===== config.mk =====
export PLATFORM = sky130hd
export DESIGN_NAME = rfc_ctrl
export DESIGN_NICKNAME = d
export VERILOG_FILES = /design/src/rfc_pkg.sv /design/src/rfc_ctrl.sv
export SDC_FILE = /design/constraint.sdc
export NUM_CORES = 1
export LEC_CHECK = 0
export ABC_AREA = 1
export BUFFER_PORTS_ARGS = -buffer_cell sky130_fd_sc_hd__buf_2
export CAP_MARGIN = 0
export CORE_ASPECT_RATIO = 1.25
export CORE_UTILIZATION = 65
export CTS_BUF_LIST = sky130_fd_sc_hd__clkbuf_16
export CTS_CLUSTER_SIZE = 30
export DETAILED_ROUTE_END_ITERATION = 12
export PLACE_DENSITY = 0.91
export SLEW_MARGIN = 20
export SYNTH_ARGS = -nofsm -noshare
export SYNTH_HDL_FRONTEND = slang
export SYNTH_SLANG_ARGS = --single-unit

===== constraint.sdc =====
create_clock -name clk_i -period 4.39 [get_ports clk_i]
set_clock_uncertainty 0.05 [all_clocks]
set_input_delay 0.6585 -clock clk_i [delete_from_list [all_inputs] [get_ports clk_i]]
set_output_delay 0.6585 -clock clk_i [all_outputs]
set_load 0.02 [all_outputs]

===== src/rfc_pkg.sv =====
// Shared constants, types and helpers of the RF receive/driver control block
package rfc_pkg;
   // Bus widths
   localparam int ADDR_W = 16;
   localparam int DATA_W = 8;
   // Register map
   localparam logic [15:0] RX_MODE_ADDR = 16'h6303;
   localparam logic [15:0] TX_CTRL_ADDR = 16'h6304;
   localparam logic [15:0] TX_AUTO_ADDR = 16'h6305;
   localparam logic [15:0] CMD_ADDR = 16'h6310;
   localparam logic [15:0] ERR_ADDR = 16'h6311;
   localparam logic [15:0] FIFO_DATA_ADDR = 16'h6312;
   localparam logic [15:0] FIFO_LEVEL_ADDR = 16'h6313;
   // Receive mode fields
   localparam int RXM_IGNORE_BIT = 3;
   localparam int RXM_MULTI_BIT = 2;
   localparam int RXM_FRAME_LSB = 0;
   localparam logic [7:0] RX_MODE_RST = 8'h00;
   localparam logic [7:0] RX_MODE_MASK = 8'h0F;
   // Driver control and auto-on fields
   localparam logic [7:0] TX_CTRL_RST = 8'h80;
   localparam logic [7:0] TX_AUTO_RST = 8'h00;
   localparam int TXA_DRV2_AUTO_BIT = 1;
   localparam int TXA_DRV1_AUTO_BIT = 0;
   // Command codes
   localparam int CMD_W = 4;
   localparam logic [3:0] CMD_IDLE = 4'h0;
   localparam logic [3:0] CMD_RECEIVE = 4'h8;
   localparam logic [3:0] CMD_TRANSCEIVE = 4'hC;
   // Error flags
   localparam int ERR_SHORT_BIT = 0;
   localparam logic [7:0] ERR_RST = 8'h00;
   // Receive stream figures
   localparam logic [2:0] MIN_BITS = 3'h4;
   localparam logic [2:0] LAST_BIT_IDX = 3'h7;
   localparam int FIFO_DEPTH = 16;
   // Timing
   localparam int CLK_NS = 20;
   localparam int T_ADT_NS_DEF = 1000;

   // Expected receive framing
   typedef enum logic [1:0] {
      FRM_TYPE_A = 2'h0,
      FRM_ACTIVE = 2'h1,
      FRM_PASSIVE_HI = 2'h2,
      FRM_TYPE_B = 2'h3
   } rfc_framing_t;

   // Register bus request
   typedef struct packed {
      logic [15:0] addr;
      logic [7:0] wdata;
      logic we;
      logic re;
   } rfc_bus_req_t;

   // Driver control register layout, bit 7 down to bit 0
   typedef struct packed {
      logic inv2_on;
      logic inv1_on;
      logic inv2_off;
      logic inv1_off;
      logic cw2;
      logic chk;
      logic en2;
      logic en1;
   } rfc_tx_ctrl_t;

   // Demodulated receive stream beat
   typedef struct packed {
      logic valid;
      logic data;
      logic stream_end;
   } rfc_rx_beat_t;

   // Driver pin level from its source, enable and invert bits
   function automatic logic rfc_drive(input logic src, input logic en,
                                      input logic inv_on,
                                      input logic inv_off);
      rfc_drive = (en & src) ^ (en ? inv_on : inv_off);
   endfunction
endpackage


===== src/rfc_ctrl.sv =====
// Receive mode control, receive buffer and antenna driver control
//
// What this block does
// - With ignore_short_frames set, a stream of under four bits is dropped and the receiver stays on.
// - With multi_frame_receive clear, the receiver turns off after one frame.
// - With multi_frame_receive set, frames keep being received one after another.
// - In multi-frame mode reception ends only on an idle command or on clearing the multi bit.
// - In multi-frame mode each stream not dropped as short is followed by a FIFO byte copying the error register.
// - The two-bit rx_framing_select picks type A, active, 212/424 passive or type B framing.
// - An enabled driver is inverted when its invert-when-on bit is set (bit 7 driver 2, bit 6 driver 1).
// - A disabled driver is inverted when its invert-when-off bit is set (bit 5 driver 2, bit 4 driver 1).
// - With drv2_carrier_only set, driver 2 gives the plain carrier and ignores transmit data.
// - With drv2_carrier_only (bit 3) clear, driver 2's carrier is modulated by transmit data.
// - With field_check_block (bit 2) written 1, no driver enable is set while a field is seen.
// - That blocking acts only for drivers whose auto RF-on bit is set.
// - With drv2_enable (bit 1) set, driver 2 gives the carrier modulated by transmit data.
// - With drv1_enable (bit 0) set, driver 1 gives the carrier modulated by transmit data.
// - A driver with auto RF-on set is enabled by hardware a delay after the outside field drops.
`timescale 1ns/10ps

// Receive byte buffer built from flip-flops
module rfc_fifo #(
   parameter int WIDTH = 8,
   parameter int DEPTH = 16
) (
   // Clock and reset
   input wire logic clk_i,
   input wire logic rst_n_i,
   // Fill side
   input wire logic in_valid_i,
   output logic in_ready_o,
   input wire logic [WIDTH-1:0] in_data_i,
   // Drain side
   output logic out_valid_o,
   input wire logic out_ready_i,
   output logic [WIDTH-1:0] out_data_o,
   output logic [$clog2(DEPTH):0] level_o
);
   localparam int AW = $clog2(DEPTH);
   localparam logic [AW:0] FULL = (AW+1)'(DEPTH);

   logic [WIDTH-1:0] mem [DEPTH];
   logic [AW-1:0] wr_ptr;
   logic [AW-1:0] rd_ptr;
   logic [AW:0] count;
   wire push = in_valid_i & in_ready_o;
   wire pop = out_valid_o & out_ready_i;

   // Depth must be a power of two of at least two for pointer wrap
   if (DEPTH < 2 || (1 << AW) != DEPTH) begin : g_bad_depth
      $error("rfc_fifo: DEPTH must be a power of two, at least 2");
   end

   // Flags and head word
   assign in_ready_o = (count != FULL);
   assign out_valid_o = (count != '0);
   assign out_data_o = mem[rd_ptr];
   assign level_o = count;

   // Pointers and fill count
   always_ff @(posedge clk_i or negedge rst_n_i) begin
      if (!rst_n_i) begin
         wr_ptr <= '0;
         rd_ptr <= '0;
         count <= '0;
      end else begin
         wr_ptr <= wr_ptr + AW'(push);
         rd_ptr <= rd_ptr + AW'(pop);
         count <= count + (AW+1)'(push) - (AW+1)'(pop);
      end
   end

   // Storage write
   always_ff @(posedge clk_i) begin
      if (push) begin
         mem[wr_ptr] <= in_data_i;
      end
   end
endmodule // rfc_fifo

// Top of the receive mode and antenna driver control
module rfc_ctrl #(
   parameter int T_ADT_NS = rfc_pkg::T_ADT_NS_DEF
) (
   // Clock and reset
   input wire logic clk_i,
   input wire logic rst_n_i,
   // Register port
   input wire rfc_pkg::rfc_bus_req_t bus_i,
   output logic [rfc_pkg::DATA_W-1:0] rdata_o,
   // Demodulated receive stream
   input wire rfc_pkg::rfc_rx_beat_t rx_i,
   output logic rx_ready_o,
   output logic rx_active_o,
   output rfc_pkg::rfc_framing_t rx_framing_o,
   // Transmitter
   input wire logic carrier_i,
   input wire logic tx_data_i,
   input wire logic field_detect_i,
   output logic antenna_driver_1_o,
   output logic antenna_driver_2_o
);
   import rfc_pkg::*;

   localparam int ADT_CYC_I = (T_ADT_NS + CLK_NS - 1) / CLK_NS;
   localparam int ADT_CYC = (ADT_CYC_I < 1) ? 1 : ADT_CYC_I;
   localparam int ADT_W = $clog2(ADT_CYC + 1);
   // Last count value; the fall cycle itself is count zero
   localparam logic [ADT_W-1:0] ADT_LAST = ADT_W'(ADT_CYC - 1);

   if (ADT_CYC > 4096) begin : g_bad_adt
      $error("rfc_ctrl: T_ADT_NS gives too long a count");
   end

   typedef enum logic [4:0] {
      ST_OFF = 5'h01,
      ST_RUN = 5'h02,
      ST_PUSH = 5'h04,
      ST_LAST = 5'h08,
      ST_ERR = 5'h10
   } rfc_state_t;

   rfc_state_t st, next_st;
   logic [7:0] rx_mode;
   rfc_tx_ctrl_t txc;
   logic [7:0] tx_auto;
   logic [CMD_W-1:0] cmd;
   logic [7:0] err;
   logic [7:0] shreg;
   logic [2:0] nbits;
   logic [2:0] tot;
   logic fld_s1, fld_s2, fld_s3, fld_q;
   logic [ADT_W-1:0] adt_cnt;
   logic fifo_in_ready, fifo_out_valid;
   logic [7:0] fifo_out_data;
   logic [$clog2(FIFO_DEPTH):0] fifo_level;
   logic [7:0] fifo_wdata;

   // Register port decode
   wire wr_rxm = bus_i.we & (bus_i.addr == RX_MODE_ADDR);
   wire wr_txc = bus_i.we & (bus_i.addr == TX_CTRL_ADDR);
   wire wr_txa = bus_i.we & (bus_i.addr == TX_AUTO_ADDR);
   wire wr_cmd = bus_i.we & (bus_i.addr == CMD_ADDR);
   wire wr_err = bus_i.we & (bus_i.addr == ERR_ADDR);
   wire rd_fifo = bus_i.re & (bus_i.addr == FIFO_DATA_ADDR);
   wire [3:0] wcmd = bus_i.wdata[CMD_W-1:0];
   wire rfc_tx_ctrl_t wtx = rfc_tx_ctrl_t'(bus_i.wdata);

   // Receive mode fields
   wire ignore_short_frames = rx_mode[RXM_IGNORE_BIT];
   wire multi_frame_receive = rx_mode[RXM_MULTI_BIT];
   assign rx_framing_o = rfc_framing_t'(rx_mode[RXM_FRAME_LSB +: 2]);

   // Command and stream events
   wire start_cmd = wr_cmd & ((wcmd == CMD_RECEIVE) |
                              (wcmd == CMD_TRANSCEIVE));
   wire stop_cmd = (wr_cmd & (wcmd == CMD_IDLE)) |
                   (wr_rxm & multi_frame_receive &
                    ~bus_i.wdata[RXM_MULTI_BIT]);
   assign rx_ready_o = (st == ST_RUN);
   assign rx_active_o = (st != ST_OFF);
   wire end_take = rx_ready_o & rx_i.stream_end;
   wire bit_take = rx_ready_o & rx_i.valid & ~rx_i.stream_end;
   wire tot_short = (tot < MIN_BITS);
   wire drop_short = end_take & tot_short & ignore_short_frames;
   wire set_short = end_take & tot_short & ~ignore_short_frames;
   wire fifo_push = (st == ST_PUSH) | (st == ST_LAST) | (st == ST_ERR);
   wire push_done = fifo_push & fifo_in_ready;
   wire clr_cnt = start_cmd | drop_short |
                  (end_take & (nbits == '0)) |
                  ((st == ST_LAST) & fifo_in_ready);
   wire [3:0] pad = 4'(4'h8 - {1'b0, nbits});

   // FIFO write word: full byte, right-aligned partial byte, error copy
   // error byte copy
   assign fifo_wdata = (st == ST_ERR) ? err :
                       (st == ST_LAST) ? (shreg >> pad) : shreg;

   // Receive sequence
   always_comb begin
      next_st = st;
      unique case (st)
         ST_OFF: begin
            if (start_cmd) next_st = ST_RUN;
         end
         ST_RUN: begin
            if (drop_short) begin
               next_st = ST_RUN;
            end else if (end_take && nbits != '0) begin
               next_st = ST_LAST;
            end else if (end_take) begin
               next_st = multi_frame_receive ? ST_ERR : ST_OFF;
            end else if (bit_take && nbits == LAST_BIT_IDX) begin
               next_st = ST_PUSH;
            end
         end
         ST_PUSH: begin
            if (fifo_in_ready) next_st = ST_RUN;
         end
         ST_LAST: begin
            if (fifo_in_ready) begin
               next_st = multi_frame_receive ? ST_ERR : ST_OFF;
            end
         end
         ST_ERR: begin
            if (fifo_in_ready) next_st = ST_RUN;
         end
         default: next_st = ST_OFF;
      endcase
      // idle command or multi bit cleared
      if (stop_cmd) next_st = ST_OFF;
   end

   // State register
   always_ff @(posedge clk_i or negedge rst_n_i) begin
      if (!rst_n_i) st <= ST_OFF;
      else st <= next_st;
   end

   // Bit assembly, least significant bit first
   always_ff @(posedge clk_i or negedge rst_n_i) begin
      if (!rst_n_i) begin
         shreg <= 8'h00;
         nbits <= '0;
         tot <= '0;
      end else if (clr_cnt) begin
         nbits <= '0;
         tot <= '0;
      end else if (bit_take) begin
         shreg <= {rx_i.data, shreg[7:1]};
         nbits <= nbits + 3'h1;
         tot <= tot_short ? tot + 3'h1 : tot;
      end
   end

   // Command register returns to idle when a single frame ends
   wire self_idle = (st != ST_OFF) & (next_st == ST_OFF);
   always_ff @(posedge clk_i or negedge rst_n_i) begin
      if (!rst_n_i) cmd <= CMD_IDLE;
      else if (wr_cmd) cmd <= wcmd;
      else if (self_idle) cmd <= CMD_IDLE;
   end

   // Error flags: write 1 to clear, a new event wins
   wire [7:0] err_set = 8'(set_short) << ERR_SHORT_BIT;
   wire [7:0] err_clr = wr_err ? bus_i.wdata : 8'h00;
   always_ff @(posedge clk_i or negedge rst_n_i) begin
      if (!rst_n_i) err <= ERR_RST;
      else err <= (err & ~err_clr) | err_set;
   end

   // Mode and auto-on registers
   // framing select stored
   always_ff @(posedge clk_i or negedge rst_n_i) begin
      if (!rst_n_i) begin
         rx_mode <= RX_MODE_RST;
         tx_auto <= TX_AUTO_RST;
      end else begin
         if (wr_rxm) rx_mode <= bus_i.wdata & RX_MODE_MASK;
         if (wr_txa) begin
            tx_auto <= bus_i.wdata &
                       ((8'h01 << TXA_DRV2_AUTO_BIT) |
                        (8'h01 << TXA_DRV1_AUTO_BIT));
         end
      end
   end

   // Outside field detector, three stages, change taken on agreement
   always_ff @(posedge clk_i or negedge rst_n_i) begin
      if (!rst_n_i) begin
         fld_s1 <= 1'b0;
         fld_s2 <= 1'b0;
         fld_s3 <= 1'b0;
         fld_q <= 1'b0;
      end else begin
         fld_s1 <= field_detect_i;
         fld_s2 <= fld_s1;
         fld_s3 <= fld_s2;
         if (fld_s2 == fld_s3) fld_q <= fld_s3;
      end
   end

   // Delay after the outside field drops; counting starts as the filtered
   // level falls, so the enable lands ADT_CYC edges after that fall
   wire fld_fall = ~fld_s3 & ~fld_s2 & fld_q;
   logic adt_run;
   wire adt_fire = adt_run & (adt_cnt == ADT_LAST);
   always_ff @(posedge clk_i or negedge rst_n_i) begin
      if (!rst_n_i) adt_cnt <= '0;
      else if (fld_fall || !adt_run) adt_cnt <= '0;
      else adt_cnt <= adt_cnt + ADT_W'(1);
   end
   // Timer runs from the fall until it fires or the field comes back
   always_ff @(posedge clk_i or negedge rst_n_i) begin
      if (!rst_n_i) adt_run <= 1'b0;
      else adt_run <= fld_fall | (adt_run & ~fld_q & ~adt_fire);
   end

   // Driver enables
   wire auto1 = tx_auto[TXA_DRV1_AUTO_BIT];
   wire auto2 = tx_auto[TXA_DRV2_AUTO_BIT];
   // hardware sets the enable after the delay
   wire auto_set1 = adt_fire & auto1;
   wire auto_set2 = adt_fire & auto2;
   // refuse enables while a field is present
   wire blk1 = wtx.chk & auto1 & fld_q;
   wire blk2 = wtx.chk & auto2 & fld_q;
   wire next_en1 = auto_set1 | (wr_txc ? (wtx.en1 & ~blk1) : txc.en1);
   wire next_en2 = auto_set2 | (wr_txc ? (wtx.en2 & ~blk2) : txc.en2);
   rfc_tx_ctrl_t next_txc;
   always_comb begin
      next_txc = wr_txc ? wtx : txc;
      next_txc.chk = 1'b0;
      next_txc.en1 = next_en1;
      next_txc.en2 = next_en2;
   end
   always_ff @(posedge clk_i or negedge rst_n_i) begin
      if (!rst_n_i) txc <= rfc_tx_ctrl_t'(TX_CTRL_RST);
      else txc <= next_txc;
   end

   // Driver sources: modulated carrier, or plain carrier on driver 2
   // carrier-only select on driver 2
   wire src1 = carrier_i & tx_data_i;
   wire src2 = carrier_i & (txc.cw2 | tx_data_i);
   wire next_drv1 = rfc_drive(src1, txc.en1, txc.inv1_on, txc.inv1_off);
   wire next_drv2 = rfc_drive(src2, txc.en2, txc.inv2_on, txc.inv2_off);
   always_ff @(posedge clk_i or negedge rst_n_i) begin
      if (!rst_n_i) begin
         antenna_driver_1_o <= 1'b0;
         antenna_driver_2_o <= 1'b0;
      end else begin
         antenna_driver_1_o <= next_drv1;
         antenna_driver_2_o <= next_drv2;
      end
   end

   // Receive buffer
   rfc_fifo #(
      .WIDTH(8),
      .DEPTH(FIFO_DEPTH)
   ) u_fifo (
      .clk_i(clk_i),
      .rst_n_i(rst_n_i),
      .in_valid_i(fifo_push),
      .in_ready_o(fifo_in_ready),
      .in_data_i(fifo_wdata),
      .out_valid_o(fifo_out_valid),
      .out_ready_i(rd_fifo),
      .out_data_o(fifo_out_data),
      .level_o(fifo_level)
   );

   // Read mux, answered one cycle after the strobe
   wire [7:0] rd_mux =
      (bus_i.addr == RX_MODE_ADDR) ? rx_mode :
      (bus_i.addr == TX_CTRL_ADDR) ? 8'(txc) :
      (bus_i.addr == TX_AUTO_ADDR) ? tx_auto :
      (bus_i.addr == CMD_ADDR) ? 8'(cmd) :
      (bus_i.addr == ERR_ADDR) ? err :
      (bus_i.addr == FIFO_DATA_ADDR) ?
         (fifo_out_valid ? fifo_out_data : 8'h00) :
      (bus_i.addr == FIFO_LEVEL_ADDR) ? 8'(fifo_level) : 8'h00;
   always_ff @(posedge clk_i or negedge rst_n_i) begin
      if (!rst_n_i) rdata_o <= 8'h00;
      else if (bus_i.re) rdata_o <= rd_mux;
      else rdata_o <= 8'h00;
   end
endmodule // rfc_ctrl


# After elaboration in Yosys (flattened, before gate mapping)
# Memory sizes are Yosys's and may differ from the RTL's.
# Index checks and enable logic that the tools add are counted.
# totals
ff_bits	78
ram_bits	128
input_bits	34
output_inout_bits	14
word_cells	172
n_memories	1
# memory_table
memory	words	word_bits	rd	rd_clocked_by_memory_dff	wr	line	text
u_fifo.mem	16	8	1	0	1	rfc_ctrl.sv:42	logic [WIDTH-1:0] mem [DEPTH];
# classes
addsub	8
order_cmp	1
eq_ne	20
n_shift	1
muxes	36
bitwise	64
reduce_logical	14
# ops
op	n
16-bit by 15-bit == test with 1-bit output, second input constant	7
8-bit two-way mux	11
5-bit two-way mux	10
1-bit bitwise AND	38
5-bit case mux with 4 select lines	1
3-bit two-way mux	5
1-bit OR	11
5-bit by 1-bit == test with 1-bit output, second input constant	2
1-bit NOT	10
4-bit by 1-bit adder with 4-bit output	2
8-bit bitwise AND	1
4-bit == test, second input constant	2
4-bit two-way mux	2
8-bit NOT	1
8-bit by 1-bit OR with 8-bit output	1
8-bit by 4-bit right shift with 8-bit output	1
3-bit by 1-bit adder with 3-bit output, second input constant	2
6-bit by 1-bit adder with 6-bit output, second input constant	1
6-bit == test, second input constant	1
1-bit two-way mux	6
6-bit two-way mux	1
2-bit nonzero test	3
5-bit by 1-bit adder with 5-bit output	1
5-bit by 2-bit == test with 1-bit output, second input constant	1
20 further kinds	23

# Longest topological paths before layout
# Gate-level depths: netlist (run 1).
# depth
ltp_word	14
mapped_depth	17
mapped_depth_nobuf	15

# Cells and area by module
# A second synthesis (run 1) with hierarchy kept.
# hier_totals
cells_unflattened	1075
hier_area_um2	10039.6
# by_module_without_submodules
mod	n_inst	cells_per_inst	area_each_um2	seq_area_each_um2
rfc_fifo	1	584	6114.6	4169.0
rfc_ctrl	1	491	3925.0	1629.1

# Least setup slack after synthesis (run 1)
# No wires, ideal clock.
# synth_path
path_kind	in2reg
startpoint	input bus_i[24] (netlist bit)
endpoint	register u_fifo.count[4], in the netlist u_fifo.level_o[4]
setup_ns	0.128
t_arrival_ns	2.710
required_ns	4.212
slack_ns	1.502
path_stages	14
path_buffers	0
path_cell_list	inv_1 > nor2_1 > nand2_2 > nor2_8 > nand2_4 > nor3b_1 > ha_1 > inv_1 > ha_1 > inv_1 > fa_1 > o21ai_0 > a21oi_1 > xor2_1
# synth_via
elab_chain_len	4
# synth_rtl
item	line	text
start, declared	rfc_ctrl.sv:89	input wire rfc_pkg::rfc_bus_req_t bus_i,
16-bit by 15-bit == test with 1-bit output	rfc_ctrl.sv:145	wire rd_fifo = bus_i.re & (bus_i.addr == FIFO_DATA_ADDR);
1-bit bitwise AND	rfc_ctrl.sv:145	
1-bit bitwise AND	rfc_ctrl.sv:47	wire pop = out_valid_o & out_ready_i;
5-bit by 1-bit subtractor with 5-bit output	rfc_ctrl.sv:69	count <= count + (AW+1)'(push) - (AW+1)'(pop);
end signal, assigned	rfc_ctrl.sv:69	
end, declared	rfc_ctrl.sv:45	logic [AW:0] count;
# Every way passes these cells.
# A chain may end at the register's enable or synchronous reset.

# Worst setup path in the final report (run 1)
# layout_path
startpoint	register nbits[0]
endpoint	memory u_fifo.mem[11][4] (data pin)
# layout_via
elab_chain_len	4
# layout_rtl
item	line	text
start, declared	rfc_ctrl.sv:130	logic [2:0] nbits;
start signal, assigned	rfc_ctrl.sv:231	nbits <= nbits + 3'h1;
4-bit by 3-bit subtractor with 4-bit output	rfc_ctrl.sv:172	wire [3:0] pad = 4'(4'h8 - {1'b0, nbits});
8-bit by 4-bit right shift with 8-bit output	rfc_ctrl.sv:177	(st == ST_LAST) ? (shreg >> pad) : shreg;
8-bit two-way mux	rfc_ctrl.sv:177	
8-bit two-way mux	rfc_ctrl.sv:176	assign fifo_wdata = (st == ST_ERR) ? err :
named net fifo_wdata[4]	rfc_ctrl.sv:137	logic [7:0] fifo_wdata;
end, declared	rfc_ctrl.sv:42	
# The timed path passes the listed nets, and every way through them passes these cells.

==> results of run 1 <==
[logic make-up after synthesis]
kind of cell / after synthesis / share of synthesized area [%]
AND/OR/NAND/NOR: 427 / 19.7
flip-flops: 206 / 60.2
AO/OA/AOI/OAI: 161 / 10.1
buffers and inverters: 133 / 5.92
adder cells (fa/ha/maj): 19 / 2.55
XOR/XNOR: 11 / 1.00
multiplexers: 4 / 0.468
[report_power, final]
group | switching [mW] | internal [mW] | total, mW
clock network | 0.715 | 1.03 | 1.75
registers | 0.0124 | 2.06 | 2.07
logic | 0.107 | 0.0538 | 0.161
total | 0.835 | 3.14 | 3.98
[area by class of cell]
class | count | share of cell area, %
timing repair buffer | 57 | 3.12
inverter | 105 | 3.69
multi-input combinational | 622 | 30.6
sequential | 206 | 54.3
clock inverter | 15 | 1.72
clock buffer | 19 | 4.45
tap | 178 | 2.09
[worst paths after layout]
check / startpoint / endpoint / slack, ns
worst min-delay path: rst_n_i / rdata_o[6] / -0.008
worst max register to register: nbits[0] / u_fifo.mem[11][4] / 1.14
worst max-delay path: nbits[0] / u_fifo.mem[11][4] / 1.14
min in group clk_i: field_detect_i / fld_s1 / 0.21
worst min register to register: fld_s1 / fld_s2 / 0.31
max in group asynchronous: rst_n_i / st[0] / 3.66
[layer usage]
layer / up-vias / share of wire [%] / global-route usage [%]
met2: 396 / 51 / 49.4
met1: 3412 / 36 / 34.0
met4: 0 / 6.7 / 20.7
met5: - / 0 / 0
met3: 116 / 7.3 / 4.03
li1: 3359 / - / -
[critical path: cells and delay by family (launching register included)]
kind            cells  cell delay, ns
compound gates      2            1.25
fa+ha+maj           1            0.44
buf+inv             2            0.49
flops               1            0.57
simple gates        1            0.09
[cell usage in the layout, fill, tap and decap left out, types with 4 or more instances in the layout]
cell type  instances
clkbuf_16         19
o21ai_1           14
ha_1              18
a21boi_0           4
nand3_1           72
xor2_1            10
o21ai_2            7
o22ai_1            6
inv_2              8
inv_1             97
buf_2             46
edfxtp_1         128
buf_4             10
dfrtp_1           75
nor2_4             5
o21ai_0           59
mux2_2             4
o211ai_1          15
nand2_1          209
nand4_1            9
bufinv_16          4
nor3_1             5
a22oi_1            7
nor2_1           104
clkinv_1           5
a21oi_1           34
[Yosys cell counts (8+ instances only)]
cell      instances
a21oi_1          34
buf_2            12
buf_4             9
dfrtp_1          76
edfxtp_1        128
ha_1             18
inv_1            96
inv_2             8
nand2_1         209
nand3_1          72
nand4_1           9
nor2_1          104
o211ai_1         15
o21ai_0          59
o21ai_1          14
xor2_1           10
[metrics by stage]
step / worst slack, ns / hold slack (ns) / std cells
after floorplan: 1.50 / 0.281 / 961
after global placement: 1.26 / 0.296 / 1166
after detailed placement: 1.16 / 0.288 / 1166
after CTS: 1.26 / 0.202 / 1200
after global routing: 1.01 / 0.00278 / 1202
final: 1.14 / -0.00836 / 1202
[state kept, by name, summed over array words and instances (netlist names), 3 cells and up]
name / count
adt_cnt: 6
txc: 7
st: 5
u_fifo.rd_ptr: 4
rdata_o: 8
rx_mode: 4
err: 8
shreg: 8
u_fifo.mem: 128
nbits: 3
cmd: 4
u_fifo.wr_ptr: 4
tot: 3
u_fifo.level_o: 5
==> results.json, run 1 <==
{
  "status": "finished, violations left",
  "violations": "negative hold slack",
  "final_antenna_net_count": 0,
  "hold_buffers": 0,
  "die_h_um": 138,
  "track_usage_pct": 29.1,
  "ir_drop_mv": 0.351,
  "cp-end-kind": "flip-flop",
  "cts_setup_buffers": 0,
  "core-area_sq_mm": 0.0144,
  "routed_wirelength_um": 22300,
  "finalCritPeriodShare_pct": 74.0,
  "p_per_area_mw_per_mm2": 373,
  "synth_largest_type_area_fraction_pct": 39.9,
  "max_stage_delay_ns": 0.89,
  "dr_total_vias": 7283,
  "synth-seq-cells": 206,
  "cts_sinks": 206,
  "die_w_um": 111,
  "path_max_fanout": 16,
  "cp_cell_sequence": "inv_1 > ha_1 > clkinv_1 > o21ai_0 > nand2_1 > a21oi_1",
  "stdcell_area_sq_mm": 0.0107,
  "crit_required_ns": 4.47,
  "grt_pass1_wl_um": 35100,
  "final-hold-violation-count": 11,
  "num_antenna_cells": 0,
  "slew_headroom_pct": 22.5,
  "vias_per_cell": 6.06,
  "dp_hpwl_um": 14300,
  "detail_route.iter0.violations": 773,
  "tightest_slew_ns": 1.16,
  "crit_path_start_kind": "flip-flop",
  "yosysWarnings": 0,
  "drc_errors": 0,
  "top_level_ports": 48,
  "area_growth_pct": 10.8,
  "io_buffers": 47,
  "rows": 49,
  "hold_class": "in2async",
  "place_area_sq_mm": 0.00998,
  "async_flop_share_pct": 37.9,
  "cts_buffers": 19,
  "drv_slew": 0,
  "clkTransAtPathRegs_ns": 0.07,
  "crit_type": "reg2reg",
  "clock.fmax_ghz": 0.308,
  "fillers": 875,
  "start_util_pct": 66.9,
  "antenna_found_initial": 0,
  "p_leak_nw": 4.81,
  "htree_levels": 1,
  "layout-drive-gt1-share_pct": 12.9,
  "p_total_mw": 3.98,
  "place_congestion": 0.918,
  "dr.pass1.iters": 5,
  "cts_root_buf": "clkbuf_16",
  "grt.overflow.total": 0,
  "r2r_cells": 6,
  "drv_cap": 0,
  "yosysUniqueCellTypes": 53,
  "yosys.area.top_type": "edfxtp_1",
  "cts_tree": "done",
  "rsz0062_at_grt": "false",
  "clkLatencyLatePin_ns": 0.50,
  "synth_ff_type": "edfxtp_1",
  "wl_per_cell_um": 18.6,
  "die_area_sq_mm": 0.0153,
  "multi_input_area_sq_mm": 0.00326,
  "postSynthAreaPerCell_sq_um": 10.0,
  "finalSetupTns_ns": 0,
  "nNetsFinal": 1064,
  "synth_cells": 961,
  "cts_resized": 0,
  "synth_area_sq_mm": 0.00963,
  "grt_max_degree": 79,
  "synth_edf_count": 128,
  "layout_min_cycle_time_ns": 3.25,
  "synth_area_leaders": "edfxtp_1 (40%), dfrtp_1 (20%), nand2_1 (8.1%)",
  "grt_pass1_vias": 7222,
  "cts.path.max_buffers": 3,
  "setup_violations": 0,
  "regArea_sq_mm": 0.00580,
  "cp.arrival_ns": 3.33,
  "post-route-util_pct": 74.1,
  "seq_area_frac_synth_pct": 60.2,
  "crit_slowest_cell": "a21oi_1",
  "syn_nets": 1014,
  "hold_slack_ns": -0.00836
}
(Power assumes the default switching activity.)
==> run 2, diff against run 1 <==
- CORE_UTILIZATION: 65 -> 61
- PLACE_DENSITY: 0.91 -> 0.86
- clock period: 4.39 -> 3.3 ns (I/O delays scaled with it)
==> results.json, run 2 (same netlist as run 1, synthesis figures left out) <==
{
  "timing.rr.start": "u_fifo.level_o[2]",
  "clock.fmax_ghz": 0.355,
  "track_usage_pct": 27.9,
  "r2r_slack_ns": 0.48,
  "nNetsFinal": 1072,
  "r2r_cells": 13,
  "dp_hpwl_um": 14600,
  "cp-end-kind": "flip-flop",
  "dp_slack_ns": 0.192,
  "wl_per_cell_um": 17.1,
  "vias_per_cell": 5.72,
  "crit_path_start_kind": "flip-flop",
  "drv_cap": 0,
  "drc_errors": 0,
  "setup_violations": 0,
  "layout-drive-gt1-share_pct": 12.9,
  "status": "finished, violations left",
  "cts_tree": "done",
  "die_area_sq_mm": 0.0163,
  "cp.arrival_ns": 3.14,
  "area_growth_pct": 10.9,
  "tightest_slew_ns": 0.785,
  "num_antenna_cells": 0,
  "layout_min_cycle_time_ns": 2.82,
  "die_h_um": 143,
  "cts_setup_buffers": 0,
  "routed_wirelength_um": 21200,
  "r2r_end": "u_fifo.level_o[4]",
  "finalCritPeriodShare_pct": 85.4,
  "hold_class": "in2async",
  "grt.overflow.total": 0,
  "path_max_fanout": 3,
  "stdcell_area_sq_mm": 0.0107,
  "start_util_pct": 62.1,
  "htree_levels": 1,
  "antenna_found_initial": 0,
  "worstSetupStartpoint": "u_fifo.level_o[2]",
  "grt_pass1_wl_um": 34700,
  "largest_register_ff_count": 128,
  "die_w_um": 114,
  "cts_buffers": 20,
  "core-area_sq_mm": 0.0155,
  "place_area_sq_mm": 0.0101,
  "p_per_area_mw_per_mm2": 469,
  "clkLatencyLatePin_ns": 0.49,
  "crit_type": "reg2reg",
  "final_antenna_net_count": 0,
  "p_leak_nw": 4.83,
  "final_common_cell": "nand2_1",
  "largest-register": "u_fifo.mem",
  "hold_slack_ns": -0.0243,
  "slew_headroom_pct": 47.5,
  "drv_slew": 0,
  "cts_sinks": 206,
  "place_congestion": 0.903,
  "ir_drop_mv": 0.467,
  "crit_required_ns": 3.63,
  "io_buffers": 47,
  "dr_total_vias": 7111,
  "violations": "negative hold slack",
  "layout_common_cells": "nand2_1 (209), edfxtp_1 (128), nor2_1 (104), inv_1 (100), dfrtp_1 (75)",
  "dr.pass1.iters": 5,
  "cts_resized": 0,
  "detail_route.iter0.violations": 553,
  "rows": 51,
  "clkTransAtPathRegs_ns": 0.06,
  "cts.path.max_buffers": 3,
  "rsz0062_at_grt": "false",
  "grt_max_degree": 79,
  "final-hold-violation-count": 17,
  "finalSetupTns_ns": 0,
  "setup_ws_ns": 0.482,
  "hold_buffers": 0,
  "cts_root_buf": "clkbuf_16",
  "grt_pass1_vias": 6975,
  "top_level_ports": 48
}
==> run 2: cell types whose count changed in the layout (fill, tap and decap cells not counted), sizes merged <==
| cell | before | now |
|---|---|---|
| clkbuf | 19 | 21 |
| buf | 57 | 64 |
| inv | 107 | 108 |
| clkinv | 5 | 9 |
| clkinvlp | 4 | 1 |
| bufinv | 4 | 0 |
==> run 2: where the power goes <==
| group | switching [mW] | total (mW) | leakage, nW | internal [mW] |
|---|---|---|---|---|
| logic | 0.134 | 0.202 | 2.06 | 0.0683 |
| registers | 0.0159 | 2.75 | 2.47 | 2.74 |
| clock network | 0.910 | 2.06 | 0.298 | 1.15 |
==> run 2: metrics by stage <==
stage | total power [mW] | utilization, % | hold WS (ns) | cells
after floorplan | 2.92 | - | 0.149 | 961
after global placement | 3.00 | 65.1 | 0.290 | 1209
after detailed placement | 3.01 | 65.1 | 0.290 | 1209
after CTS | 5.04 | 68.9 | 0.0452 | 1243
after global routing | 5.17 | 68.9 | 0.0403 | 1243
final | 5.01 | 68.9 | -0.0243 | 1243
==> run 2: worst max-delay path, stage by stage (launching register included) <==
cell and delay (ns):
dfrtp_1 0.36, inv_1 0.08, ha_1 0.22, nand3_1 0.09, o211ai_1 0.14, nor3b_1 0.35
ha_1 0.30, inv_1 0.06, ha_1 0.16, inv_1 0.06, fa_1 0.40, o21ai_0 0.20
a21oi_1 0.10, xor2_1 0.14
==> run 2: per-layer routing <==
metal  share of wire [%]  GRT usage (%)
met1                  37           33.8
met3                 6.8           4.17
met2                  52           48.5
met5                   0              0
met4                 4.2           13.8
==> run 2: worst max-delay path by stage <==
stage	end	slack, ns	cells after the start
after floorplan	u_fifo.level_o[4]	0.58	14
final	u_fifo.level_o[4]	0.48	13
after global routing	u_fifo.level_o[4]	0.32	13
after CTS	u_fifo.level_o[4]	0.48	13
after detailed placement	u_fifo.level_o[4]	0.19	14
after global placement	u_fifo.level_o[4]	0.31	14
==> run 2: layout make-up <==
type / instances / area, sq um
flip-flops and latches: 206 / 5800
multi-input cells: 622 / 3260
fillers: 1076 / 4830
clock buffers: 21 / 526
inverters: 105 / 394
well taps: 212 / 265
clock inverters: 13 / 62.6
repair buffers: 64 / 369
==> run 3, diff against run 2 <==
- CORE_UTILIZATION: 61 -> 55
- PLACE_DENSITY: 0.86 -> 0.83
- REMOVE_ABC_BUFFERS: not set -> 1
- clock period: 3.3 -> 2.3 ns (I/O delays scaled with it)
==> results.json, run 3 (same netlist as run 1, synthesis figures left out) <==
{
  "cp-end-kind": "flip-flop",
  "num_antenna_cells": 0,
  "setup_violations": 3,
  "finalSetupTns_ns": -0.220,
  "clock.fmax_ghz": 0.403,
  "slew_headroom_pct": 65.3,
  "stdcell_area_sq_mm": 0.0113,
  "htree_levels": 1,
  "routed_wirelength_um": 23100,
  "crit_required_ns": 2.62,
  "drv_slew": 0,
  "status": "finished, violations left",
  "cts_tree": "done",
  "rsz0062_at_grt": "true",
  "p_leak_nw": 5.19,
  "place_area_sq_mm": 0.0105,
  "tightest_slew_ns": 0.519,
  "cp.arrival_ns": 2.80,
  "clkLatencyLatePin_ns": 0.49,
  "dp_slack_ns": -0.403,
  "fillers": 1266,
  "cts_buffers": 20,
  "io_buffers": 47,
  "place_congestion": 0.895,
  "cts_root_buf": "clkbuf_16",
  "final-hold-violation-count": 0,
  "grt-busiest-layer": "met2",
  "multi_input_area_sq_mm": 0.00332,
  "grtUsageMet3_pct": 2.93,
  "track_usage_pct": 25.5,
  "drv_cap": 0,
  "cp_cell_sequence": "inv_2 > ha_4 > nand3_2 > o211ai_1 > nor3b_2 > ha_1 > inv_1 > ha_2 > inv_2 > fa_2 > o21ai_1 > a21oi_1 > xor2_1",
  "violations": "negative setup slack",
  "nNetsFinal": 1134,
  "cts_sinks": 206,
  "wl_per_cell_um": 17.5,
  "setup_ws_ns": -0.179,
  "dp_hpwl_um": 15300,
  "ir_drop_mv": 0.603,
  "dr.pass1.iters": 5,
  "clkTransAtPathRegs_ns": 0.07,
  "layout_common_cells": "nand2_1 (208), edfxtp_1 (128), nor2_1 (103), inv_1 (98), dfrtp_1 (74)",
  "grtUsageMet2_pct": 46.6,
  "grt.overflow.total": 0,
  "die_w_um": 120,
  "largest_register_ff_count": 128,
  "p_total_mw": 7.53,
  "final_antenna_net_count": 0,
  "crit_slowest_cell": "dfrtp_1",
  "hold_class": "in2reg",
  "rows": 53,
  "detail_route.iter0.violations": 588,
  "cp_common_cell": "inv_2",
  "final_common_cell": "nand2_1",
  "crit_path_start_kind": "flip-flop",
  "largest-register": "u_fifo.mem",
  "area_growth_pct": 17.7,
  "max_stage_delay_ns": 0.40,
  "p_per_area_mw_per_mm2": 664,
  "grt_pass1_vias": 7097,
  "cts.path.max_buffers": 3,
  "antenna_found_initial": 0,
  "crit_type": "reg2reg",
  "layout-drive-gt1-share_pct": 19.5,
  "drc_errors": 0,
  "finalCritPeriodShare_pct": 108,
  "layout_min_cycle_time_ns": 2.48,
  "top_level_ports": 48,
  "die_h_um": 150,
  "grt_max_degree": 45,
  "grt_pass1_wl_um": 35500,
  "path_max_fanout": 2,
  "regArea_sq_mm": 0.00580,
  "vias_per_cell": 5.60,
  "dr_total_vias": 7365,
  "met1_usage_pct": 30.5,
  "start_util_pct": 56.7,
  "core-area_sq_mm": 0.0170,
  "die_area_sq_mm": 0.0181
}
run 3: changes by cell type in the layout (fill, tap and decap cells not counted), moves of 3 or more:
cell / delta
inv_2: +3
clkinv_1: -4
nand3_2: +3
nand3_1: -3
buf_4: +53
o21ai_1: +3
o21ai_0: -3
buf_12: +4
run 3: final timing paths:
| kind | endpoint | depth (start not counted) | from | slack [ns] |
|---|---|---|---|---|
| setup reg to reg | u_fifo.level_o[4] | 13 | u_fifo.level_o[3] | -0.18 |
| hold / removal | err[6] | 2 | bus_i[8] | 0.02 |
| hold reg to reg | fld_s2 | 0 | fld_s1 | 0.32 |
| min in group asynchronous | adt_run | 2 | rst_n_i | 0.29 |
| max in group asynchronous | txc[7] | 3 | rst_n_i | 1.29 |
| setup / recovery | u_fifo.level_o[4] | 13 | u_fifo.level_o[3] | -0.18 |
run 3: area by class of cell:
| class | instances | share of cell area [%] |
|---|---|---|
| clock buffers | 21 | 4.64 |
| clock inverters | 15 | 1.09 |
| inverters | 105 | 3.48 |
| multi-input cells | 622 | 29.3 |
| flip-flops and latches | 206 | 51.2 |
| well taps | 220 | 2.43 |
| repair buffers | 126 | 7.91 |
run 3: metrics by stage:
step	util, %	instances	hold slack, ns
final	66.8	1315	0.0217
after detailed placement	61.7	1261	0.252
after CTS	65.9	1301	0.0141
after global routing	66.8	1315	0.0119
after global placement	61.7	1261	0.250
after floorplan	-	933	-0.000591
run 3: worst max-delay path: cells and delay by family, from the launching register on:
kind | cells | cell delay, ns
DFF | 1 | 0.40
AOI/OAI and AO/OA | 3 | 0.46
and+or+nand+nor | 2 | 0.17
adders and majority gates | 4 | 0.93
xor gates and xnor gates | 1 | 0.15
buffers and inverters | 3 | 0.19
run 3: power by group:
group | internal (mW) | switching, mW | leakage [nW]
Sequential | 3.93 | 0.0258 | 2.47
Clock | 1.88 | 1.37 | 0.331
Combinational | 0.117 | 0.209 | 2.39
run 3: what timing repair did:
| action | 4_1_cts | 5_1_grt |
|---|---|---|
| gates cloned | 0 | 1 |
| gates resized for setup | 8 | 16 |
| hold buffers | 2 | 0 |
| buffers inserted | 2 | 13 |
| hold endpoints to repair | 28 | 0 |
| endpoints found under the setup margin | 4 | 58 |
| pin swaps | 4 | 9 |
run 3: routing by layer:
metal | vias up | wire [um]
met4 | 0 | 861
met3 | 71 | 1410
met5 | - | 0
met1 | 3500 | 8840
li1 | 3490 | -
met2 | 304 | 12000
